## src/spi_port_pkg.sv

```systemverilog
// constants for the four-wire serial port: register map, field positions,
// reset values, clock modes and bit-clock dividers.
// assumes a 20 MHz core clock and a 32-bit AXI4-Lite register bus.
package spi_port_pkg;

  localparam int          ADDR_W        = 4;
  localparam logic [3:0]  ADDR_DATA     = 4'h0;
  localparam logic [3:0]  ADDR_CTRL0    = 4'h4;
  localparam logic [3:0]  ADDR_CTRL1    = 4'h8;

  // register select codes from the address decoder
  localparam logic [1:0]  SEL_DATA      = 2'h0;
  localparam logic [1:0]  SEL_CTRL0     = 2'h1;
  localparam logic [1:0]  SEL_CTRL1     = 2'h2;
  localparam logic [1:0]  SEL_NONE      = 2'h3;

  // serial_control_zero fields
  localparam int          C0_MODE_LSB   = 5;
  localparam int          C0_EN_BIT     = 1;
  localparam int          C0_ICF_BIT    = 0;
  // serial_control_one fields
  localparam int          C1_POL_BIT    = 5;
  localparam int          C1_EDGE_BIT   = 4;
  localparam int          C1_ORDER_BIT  = 3;
  localparam int          C1_CSEN_BIT   = 2;
  localparam int          C1_WCOL_BIT   = 1;
  localparam int          C1_TRF_BIT    = 0;

  // clock_mode_select encodings
  localparam logic [2:0]  MODE_DIV4     = 3'h0;
  localparam logic [2:0]  MODE_DIV16    = 3'h1;
  localparam logic [2:0]  MODE_DIV64    = 3'h2;
  localparam logic [2:0]  MODE_SUB      = 3'h3;
  localparam logic [2:0]  MODE_TIMER    = 3'h4;
  localparam logic [2:0]  MODE_SLAVE    = 3'h5;

  localparam logic [2:0]  MODE_RST      = 3'h7;
  localparam logic [7:0]  DATA_RST      = 8'h00;

  // core cycles per half bit clock in the divided master modes
  localparam logic [5:0]  HALF_DIV4     = 6'h02;
  localparam logic [5:0]  HALF_DIV16    = 6'h08;
  localparam logic [5:0]  HALF_DIV64    = 6'h20;

  localparam logic [3:0]  BITS_PER_WORD = 4'h8;
  localparam logic [4:0]  EDGES_PER_WORD = 5'h10;

  localparam logic [1:0]  RESP_OKAY     = 2'h0;
  localparam logic [1:0]  RESP_SLVERR   = 2'h2;

  typedef enum logic [1:0] {
    ST_IDLE = 2'b01,
    ST_RUN  = 2'b10
  } xfer_state_t;

endpackage

```

## src/spi_master_slave_port.sv

```systemverilog
// four-wire serial port, master or slave, one 8-bit word per transfer,
// with its three registers on an AXI4-Lite slave.
// assumes pins, the sub clock and the link clock are asynchronous to core_clk;
// timer_period_match is a one-cycle pulse from logic on core_clk.
//
// The register addresses and the AXI4-Lite register port were left to the implementer.
`timescale 1ns/1ps

// Overview of operation
// - mode field: 000 /4, 001 /16, 010 /64, 011 sub, 100 timer/2, 101 slave, 11x off
// - enable clear releases all four pins and holds the port inactive
// - slave select rising mid-word sets incomplete and complete flags
// - software writing one to incomplete flag does not set complete flag
// - unused control bits read as zero
// - master clock idles high for polarity 0, low for polarity 1
// - edge bit with polarity picks the rising or falling sampling edge
// - order bit 1 shifts msb first, 0 shifts lsb first
// - select-enable bit decides whether the select pin is used
// - data write during a transfer is dropped and sets sticky collision flag
// - complete flag set at end of each word, cleared only by software
// - master: data write starts clock, shifting out and in together
// - slave: shift data out and data in on external clocks
// - slave floats data out while deselected; first bit shows on write
// - slave with select disabled stays active regardless of select level
// - one data register; a read returns the last received word
// - port keeps working while its clock source runs
// - enabled idle master floats data in and drives data out high
// - slave never drives the serial clock pin
module spi_master_slave_port
  import spi_port_pkg::*;
(
  input  wire logic                          core_clk,
  input  wire logic                          rstn,
  input  wire logic [spi_port_pkg::ADDR_W-1:0] s_axi_awaddr,
  input  wire logic                          s_axi_awvalid,
  output logic                               s_axi_awready,
  input  wire logic [31:0]                   s_axi_wdata,
  input  wire logic [3:0]                    s_axi_wstrb,
  input  wire logic                          s_axi_wvalid,
  output logic                               s_axi_wready,
  output logic [1:0]                         s_axi_bresp,
  output logic                               s_axi_bvalid,
  input  wire logic                          s_axi_bready,
  input  wire logic [spi_port_pkg::ADDR_W-1:0] s_axi_araddr,
  input  wire logic                          s_axi_arvalid,
  output logic                               s_axi_arready,
  output logic [31:0]                        s_axi_rdata,
  output logic [1:0]                         s_axi_rresp,
  output logic                               s_axi_rvalid,
  input  wire logic                          s_axi_rready,
  input  wire logic                          serial_clock_pin_level,
  output logic                               serial_clock_pin_value,
  output logic                               serial_clock_pin_oe,
  input  wire logic                          serial_data_in_pin,
  output logic                               serial_data_out_pin,
  output logic                               serial_data_out_pin_oe,
  input  wire logic                          slave_select_pin_n,
  output logic                               select_pin_claimed,
  output logic                               port_pins_claimed,
  input  wire logic                          sub_clk,
  input  wire logic                          timer_period_match
);
  import spi_port_pkg::*;

  typedef struct packed {
    xfer_state_t st;
    logic [2:0]  mode;
    logic        en;
    logic        icf;
    logic        pol;
    logic        edge_sel;
    logic        order;
    logic        csen;
    logic        wcol;
    logic        trf;
    logic [7:0]  data;
    logic [7:0]  shreg;
    logic [3:0]  bits;
    logic [4:0]  toggles;
    logic [5:0]  div;
    logic        sck;
    logic [1:0]  sck_sync;
    logic        sck_prev;
    logic [1:0]  ss_sync;
    logic        ss_prev;
    logic [1:0]  sub_sync;
    logic        sub_prev;
    logic [1:0]  sdi_sync;
    logic        bvalid;
    logic [1:0]  bresp;
    logic        rvalid;
    logic [1:0]  rresp;
    logic [31:0] rdata;
  } state_t;

  localparam state_t RST_STATE = '{st: ST_IDLE, mode: MODE_RST, data: DATA_RST, shreg: DATA_RST,
                                   bresp: RESP_OKAY, rresp: RESP_OKAY, default: '0};

  function automatic logic [1:0] reg_sel(input logic [ADDR_W-1:0] a);
    if (a == ADDR_DATA) begin
      return SEL_DATA;
    end else if (a == ADDR_CTRL0) begin
      return SEL_CTRL0;
    end else if (a == ADDR_CTRL1) begin
      return SEL_CTRL1;
    end else begin
      return SEL_NONE;
    end
  endfunction

  function automatic logic [7:0] shift_in(input logic [7:0] v, input logic msb_first, input logic b);
    return msb_first ? {v[6:0], b} : {b, v[7:1]};
  endfunction

  state_t      q;
  state_t      d;
  logic        master_on;
  logic        slave_on;
  logic        slave_sel;
  logic        busy;
  logic        sample_rising;
  logic        tick;
  logic        samp_m;
  logic        samp_s;
  logic        start_m;
  logic        master_done;
  logic        slave_done;
  logic        slave_abort;
  logic        wr_go;
  logic        wr_lane0;
  logic        wcol_set;
  logic [1:0]  wsel;
  logic [1:0]  rsel;
  logic [7:0]  new_shreg;
  logic        out_bit;

  assign master_on     = q.en && (q.mode <= MODE_TIMER);
  assign slave_on      = q.en && (q.mode == MODE_SLAVE);
  assign slave_sel     = slave_on && (!q.csen || !q.ss_sync[1]);
  assign busy          = (q.st == ST_RUN);
  assign sample_rising = (q.pol == q.edge_sel);
  assign out_bit       = q.order ? q.shreg[7] : q.shreg[0];
  assign wr_go         = s_axi_awvalid && s_axi_wvalid && !q.bvalid;
  assign wr_lane0      = wr_go && s_axi_wstrb[0];
  assign wsel          = reg_sel(s_axi_awaddr);
  assign rsel          = reg_sel(s_axi_araddr);

  assign s_axi_awready = wr_go;
  assign s_axi_wready  = wr_go;
  assign s_axi_arready = !q.rvalid;
  assign s_axi_bvalid  = q.bvalid;
  assign s_axi_bresp   = q.bresp;
  assign s_axi_rvalid  = q.rvalid;
  assign s_axi_rresp   = q.rresp;
  assign s_axi_rdata   = q.rdata;

  // master drives its clock whenever enabled, at the idle level between words,
  // so the line never floats; a slave leaves it alone
  assign serial_clock_pin_value = q.sck;
  assign serial_clock_pin_oe    = master_on;
  assign serial_data_out_pin    = (master_on && !busy) ? 1'b1 : out_bit;
  assign serial_data_out_pin_oe = master_on || slave_sel;
  assign select_pin_claimed     = (master_on || slave_on) && q.csen;
  assign port_pins_claimed      = master_on || slave_on;

  always_comb begin
    d           = q;
    tick        = 1'b0;
    samp_m      = 1'b0;
    samp_s      = 1'b0;
    start_m     = 1'b0;
    master_done = 1'b0;
    slave_done  = 1'b0;
    slave_abort = 1'b0;
    wcol_set    = 1'b0;
    new_shreg   = q.shreg;

    d.sck_sync = {q.sck_sync[0], serial_clock_pin_level};
    d.sck_prev = q.sck_sync[1];
    d.ss_sync  = {q.ss_sync[0], slave_select_pin_n};
    d.ss_prev  = q.ss_sync[1];
    d.sub_sync = {q.sub_sync[0], sub_clk};
    d.sub_prev = q.sub_sync[1];
    d.sdi_sync = {q.sdi_sync[0], serial_data_in_pin};

    // half-bit tick of the chosen master source; runs as long as that source does
    case (q.mode)
      MODE_DIV4:  tick = (q.div == HALF_DIV4 - 6'h01);
      MODE_DIV16: tick = (q.div == HALF_DIV16 - 6'h01);
      MODE_DIV64: tick = (q.div == HALF_DIV64 - 6'h01);
      MODE_SUB:   tick = q.sub_sync[1] ^ q.sub_prev;
      MODE_TIMER: tick = timer_period_match;
      default:    tick = 1'b0;
    endcase

    if (master_on) begin
      if (busy) begin
        d.div  = tick ? 6'h00 : q.div + 6'h01;
        samp_m = tick && ((~q.sck) == sample_rising);
        if (tick) begin
          d.sck     = ~q.sck;
          d.toggles = q.toggles + 5'h01;
          if (samp_m) begin
            new_shreg = shift_in(q.shreg, q.order, q.sdi_sync[1]);
            d.bits    = q.bits + 4'h1;
          end
          if (q.toggles == EDGES_PER_WORD - 5'h01) begin
            master_done = 1'b1;
            d.st        = ST_IDLE;
            d.data      = new_shreg;
            d.bits      = 4'h0;
          end
        end
      end else begin
        // changing polarity mid-word would glitch the clock; software avoids it
        d.sck = ~q.pol;
      end
    end else if (slave_on) begin
      d.sck  = ~q.pol;
      samp_s = slave_sel && (sample_rising ? (q.sck_sync[1] && !q.sck_prev)
                                           : (!q.sck_sync[1] && q.sck_prev));
      if (samp_s) begin
        new_shreg = shift_in(q.shreg, q.order, q.sdi_sync[1]);
        d.bits    = q.bits + 4'h1;
        d.st      = ST_RUN;
        if (q.bits == BITS_PER_WORD - 4'h1) begin
          slave_done = 1'b1;
          d.st       = ST_IDLE;
          d.bits     = 4'h0;
          d.data     = new_shreg;
        end
      end else if (q.csen && q.ss_sync[1] && !q.ss_prev && busy) begin
        slave_abort = 1'b1;
        d.st        = ST_IDLE;
        d.bits      = 4'h0;
      end
    end else begin
      d.st   = ST_IDLE;
      d.bits = 4'h0;
      // track polarity while off, so enabling the master shows no stray edge
      d.sck  = ~q.pol;
    end
    d.shreg = new_shreg;

    // register writes; only byte lane 0 carries the 8-bit registers
    if (wr_lane0) begin
      if (wsel == SEL_DATA) begin
        if (busy) begin
          wcol_set = 1'b1;
        end else begin
          d.shreg = s_axi_wdata[7:0];
          if (master_on) begin
            start_m   = 1'b1;
            d.st      = ST_RUN;
            d.div     = 6'h00;
            d.toggles = 5'h00;
            d.bits    = 4'h0;
          end
        end
      end else if (wsel == SEL_CTRL0) begin
        d.mode = s_axi_wdata[C0_MODE_LSB +: 3];
        d.en   = s_axi_wdata[C0_EN_BIT];
        d.icf  = s_axi_wdata[C0_ICF_BIT];
      end else if (wsel == SEL_CTRL1) begin
        d.pol      = s_axi_wdata[C1_POL_BIT];
        d.edge_sel = s_axi_wdata[C1_EDGE_BIT];
        d.order    = s_axi_wdata[C1_ORDER_BIT];
        d.csen     = s_axi_wdata[C1_CSEN_BIT];
        d.wcol     = s_axi_wdata[C1_WCOL_BIT];
        d.trf      = s_axi_wdata[C1_TRF_BIT];
      end
    end
    // hardware events win over a software clear in the same cycle
    if (wcol_set) begin
      d.wcol = 1'b1;
    end
    if (master_done || slave_done || slave_abort) begin
      d.trf = 1'b1;
    end
    if (slave_abort) begin
      d.icf = 1'b1;
    end

    if (wr_go) begin
      d.bvalid = 1'b1;
      d.bresp  = (wsel == SEL_NONE) ? RESP_SLVERR : RESP_OKAY;
    end else if (s_axi_bready) begin
      d.bvalid = 1'b0;
    end

    if (s_axi_arvalid && !q.rvalid) begin
      d.rvalid = 1'b1;
      d.rresp  = RESP_OKAY;
      if (rsel == SEL_DATA) begin
        d.rdata = {24'h000000, q.data};
      end else if (rsel == SEL_CTRL0) begin
        d.rdata = {24'h000000, q.mode, 3'h0, q.en, q.icf};
      end else if (rsel == SEL_CTRL1) begin
        d.rdata = {24'h000000, 2'h0, q.pol, q.edge_sel, q.order, q.csen, q.wcol, q.trf};
      end else begin
        d.rdata = 32'h00000000;
        d.rresp = RESP_SLVERR;
      end
    end else if (s_axi_rready) begin
      d.rvalid = 1'b0;
    end
  end

  always_ff @(posedge core_clk) begin
    if (!rstn) begin
      q <= RST_STATE;
    end else begin
      q <= d;
    end
  end
endmodule // spi_master_slave_port

```

## config.mk

```make
export PLATFORM = sky130hd
export DESIGN_NAME = spi_master_slave_port
export DESIGN_NICKNAME = d
export VERILOG_FILES = /design/src/spi_port_pkg.sv /design/src/spi_master_slave_port.sv
export SDC_FILE = /design/constraint.sdc
export NUM_CORES = 1
export LEC_CHECK = 0
export BUFFER_PORTS_ARGS = -buffer_cell sky130_fd_sc_hd__buf_2
export CORE_MARGIN = 3
export CORE_UTILIZATION = 48
export DETAILED_ROUTE_END_ITERATION = 10
export PLACE_DENSITY = 0.81
export SYNTH_ARGS = -nofsm -noshare
export SYNTH_HDL_FRONTEND = slang
export SYNTH_SLANG_ARGS = --single-unit
export TNS_END_PERCENT = 50
```

## constraint.sdc

```tcl
create_clock -name core_clk -period 1.8 [get_ports core_clk]
set_clock_uncertainty 0.05 [all_clocks]
set_input_delay 0.09 -clock core_clk [delete_from_list [all_inputs] [get_ports core_clk]]
set_output_delay 0.09 -clock core_clk [all_outputs]
set_load 0.01 [all_outputs]
```

==> impl_metrics.toml <==
[outcome]
status = "finished with violations"
violations = "negative setup slack"

[worst_setup_path]
r2r-end = "q[64]"
cp-end-kind = "flip-flop"
arrival_ps = 2230
critical_path_class = "flip-flop to flip-flop"
worst-r2r-setup-slack_ps = -200
r2r_cells = 6
cp.required_ps = 2030
crit-reg2reg-launch = "q[89]"
critical_path.max_fanout = 5
crit_path_start_kind = "flip-flop"

[clock_network]
cts_buffers = 9
cts_sinks = 68
h-tree-depth = 3
cts_tree = "built"
clk_latency_ps = 350
path_clk_slew_ps = 80
root_buffer = "clkbuf_8"
clk_path_buf_depth = 2

[power_and_ir_drop]
switching_share_pct = 26.5
power_density_mw_per_mm2 = 612
combPwrFrac_pct = 9.1
ir_worst_vdd_uv = 515
p_switching_uw = 827
p_seq_share_pct = 49.8
internal-power_uw = 2300
clock_power_share_pct = 41.1
total_leakage_power_uw = 0.00214

[synthesis]
syn_inst = 441
yosys_register_bits = 68
ys_seq_area_share_pct = 36.1
synthArstFlopShare_pct = 0
postSynthAreaPerCell_um2 = 8.55
ys.flop_type = "dfxtp_1"
yosys_warnings = 0
synth.distinct_cells = 58
synth-edff-count = 0
syn_area_mm2 = 0.00377

[timing]
drv_slew = 0
min_period_over_period_pct = 111
max_slew.worst_pin.slew_ps = 587
finalWorstPathRequiredPeriod_ps = 2000
timing.final.ws_setup_ps = -204
setup_tns_ps = -3350
setup_viol = 32
relSlewSlack_pct = 60.7
fmax_mhz = 499
hold_ws_ps = 37.5
hold_viol = 0
rsz0062_at_grt = "true"

[floorplanning]
num_io_pins = 103
die-area_mm2 = 0.00895
core_area_mm2 = 0.00745
die_y_um = 94.6
die_w_um = 94.6
start_util_pct = 50.6
fp-row-count = 31

[layout]
num-fill-cells = 546
stdcell_area_mm2 = 0.00510
nNetsFinal = 607
regArea_mm2 = 0.00138
final_util_pct = 68.5
diodes = 0
multi_input_area_mm2 = 0.00238
layout-drive-gt1-share_pct = 36.2
synthToLayoutAreaGrowth_pct = 35.4

[placed_design]
place_congestion = 0.930
placed_cell_area_mm2 = 0.00430
dp_hpwl_mm = 7.27
numPortBuffers = 49

[routing]
post-route-drc-count = 0
vias = 3884
drtAntennaViolNets = 0
viasPerCell = 5.97
wirelength_mm = 11.4
post_drt_wl_per_cell_um = 17.5
first_pass_iters = 6
drt_iter0_markers = 332

[worst_hold_path]
hold_end = "q[65]"
min_from = "s_axi_wdata[0]"
hold_depth = 3
hold_path.class = "primary input to flip-flop"

[global_route]
grt_max_degree = 43
overflow = 0
grt.total_usage_pct = 24.2
grt_antenna_before_repair = 0
grt_pass1_vias = 3486
grt_pass1_wl_mm = 16.9

[flow_run]
drv_cap = 0
routing by layer:
metal | wire, um | share of wire [%] | up-vias | track usage (%)
met3 | 1030 | 9.1 | 51 | 7.17
met4 | 386 | 3.4 | 0 | 8.65
met1 | 4480 | 39 | 1851 | 29.8
li1 | - | - | 1767 | -
met2 | 5480 | 48 | 215 | 40.2
met5 | 0 | 0 | - | 0
area by class of cell:
cell class / instances / share of cell area (%)
Multi-Input combinational cell: 324 / 46.7
Tap cell: 99 / 2.43
Inverter: 14 / 1.10
Timing Repair Buffer: 130 / 18.9
Sequential cell: 68 / 27.0
Clock inverter: 7 / 1.50
Clock buffer: 9 / 2.43
registers in the layout, indices dropped and copies added (netlist names):
signal                  count
serial_clock_pin_value      1
s_axi_bvalid                1
s_axi_rvalid                1
s_axi_rdata                 8
s_axi_bresp                 1
d                           7
s_axi_rresp                 1
q                          48
Yosys cell counts (3+ instances only):
cell       instances  area (um2)
o41ai_1            3        26.3
o21ai_1            3        15.0
a31oi_1            5        31.3
nand2b_1           3        18.8
nand3b_1           6        45.0
a22oi_1            4        30.0
buf_4             37         278
inv_1             13        48.8
mux2_2             6        67.6
o221ai_1           6        52.6
mux2i_1           31         310
a21oi_1           17        85.1
o21a_1             5        37.5
or2_2              3        18.8
a211oi_1           4        30.0
o21ai_0           10        50.1
and2_1            13        81.3
nand4_1           12        75.1
o2bb2ai_1          8        70.1
nand2_1           37         139
and3_1             5        31.3
nand3_1           18        90.1
nand4b_1           3        26.3
ha_1               4        50.1
nor3_1             3        15.0
dfxtp_1           68        1360
o211ai_1           8        60.1
nor2_1            35         131
clkbuf_1          21        78.8
o2111ai_1          9        78.8
nor4_1             5        31.3
xnor2_1            3        26.3
cells by family after synthesis:
kind of cell / after synthesis / synth area share, %
adder cells (fa/ha/maj): 4 / 1.33
XOR/XNOR: 4 / 0.929
multiplexers: 37 / 10.0
buffers and inverters: 74 / 11.3
AO/OA/AOI/OAI: 100 / 19.5
other: 1 / 0.0995
flip-flops: 68 / 36.1
AND/OR/NAND/NOR: 153 / 20.7
worst max path at each step:
stage / start / to / slack, ps / cells after the start
6_report: q[89] / q[64] / -200 / 6
5_1_grt: q[89] / q[75] / -250 / 8
4_1_cts: q[90] / q[64] / -150 / 6
3_5_place_dp: q[89] / q[55] / -220 / 6
3_3_place_gp: q[89] / q[60] / -150 / 6
2_1_floorplan: q[89] / q[64] / -150 / 7
layout by cell type, fill, tap and decap left out, drive strengths merged, types with 3 or more instances in the layout:
cell type,n
inv,14
buf,116
and2,14
o2bb2ai,8
dlygate4sd3,14
a31oi,5
xnor2,3
o21a,5
mux2i,31
nor2,35
and3,5
nand4,12
a211oi,5
or2,3
clkinv,3
ha,4
o41ai,3
a21oi,18
o211ai,8
clkbuf,9
a22oi,4
nand2b,3
clkinvlp,3
conb,26
nand4b,3
or3,3
nor4,5
o2111ai,9
o221ai,6
nand2,37
mux2,6
nand3b,6
o21ai,14
nor3,3
nand3,18
dfxtp,68
through the flow:
stage	setup slack, ps	total power, uW	std cells
5_1_grt	-249	3250	651
6_report	-204	3120	651
2_1_floorplan	-151	1770	466
3_5_place_dp	-217	1820	608
4_1_cts	-151	3120	646
3_3_place_gp	-150	1820	608
timing repair:
action	CTS	global route
pin swaps	12	23
setup buffers	8	5
hold endpoints to repair	14	0
setup endpoints to repair	34	38
hold buffers	14	0
resized for setup	36	52
worst max-delay path, cell delays in order (launching register included):
cell and delay (ps):
dfxtp_4 370, or3_4 390, a21oi_4 190, o21ai_4 90, a2111o_1 420, or3_1 330
o211ai_1 80
power groups by stage:
stage / sequential [uW] / combinational (uW) / clock [uW]
final: 1560 / 285 / 1280
after global routing: 1560 / 311 / 1380
after CTS: 1550 / 263 / 1300
after detailed placement: 1590 / 233 / 0
after global placement: 1590 / 227 / 0
after floorplan: 1590 / 189 / 0
(Power assumes the default switching activity.)
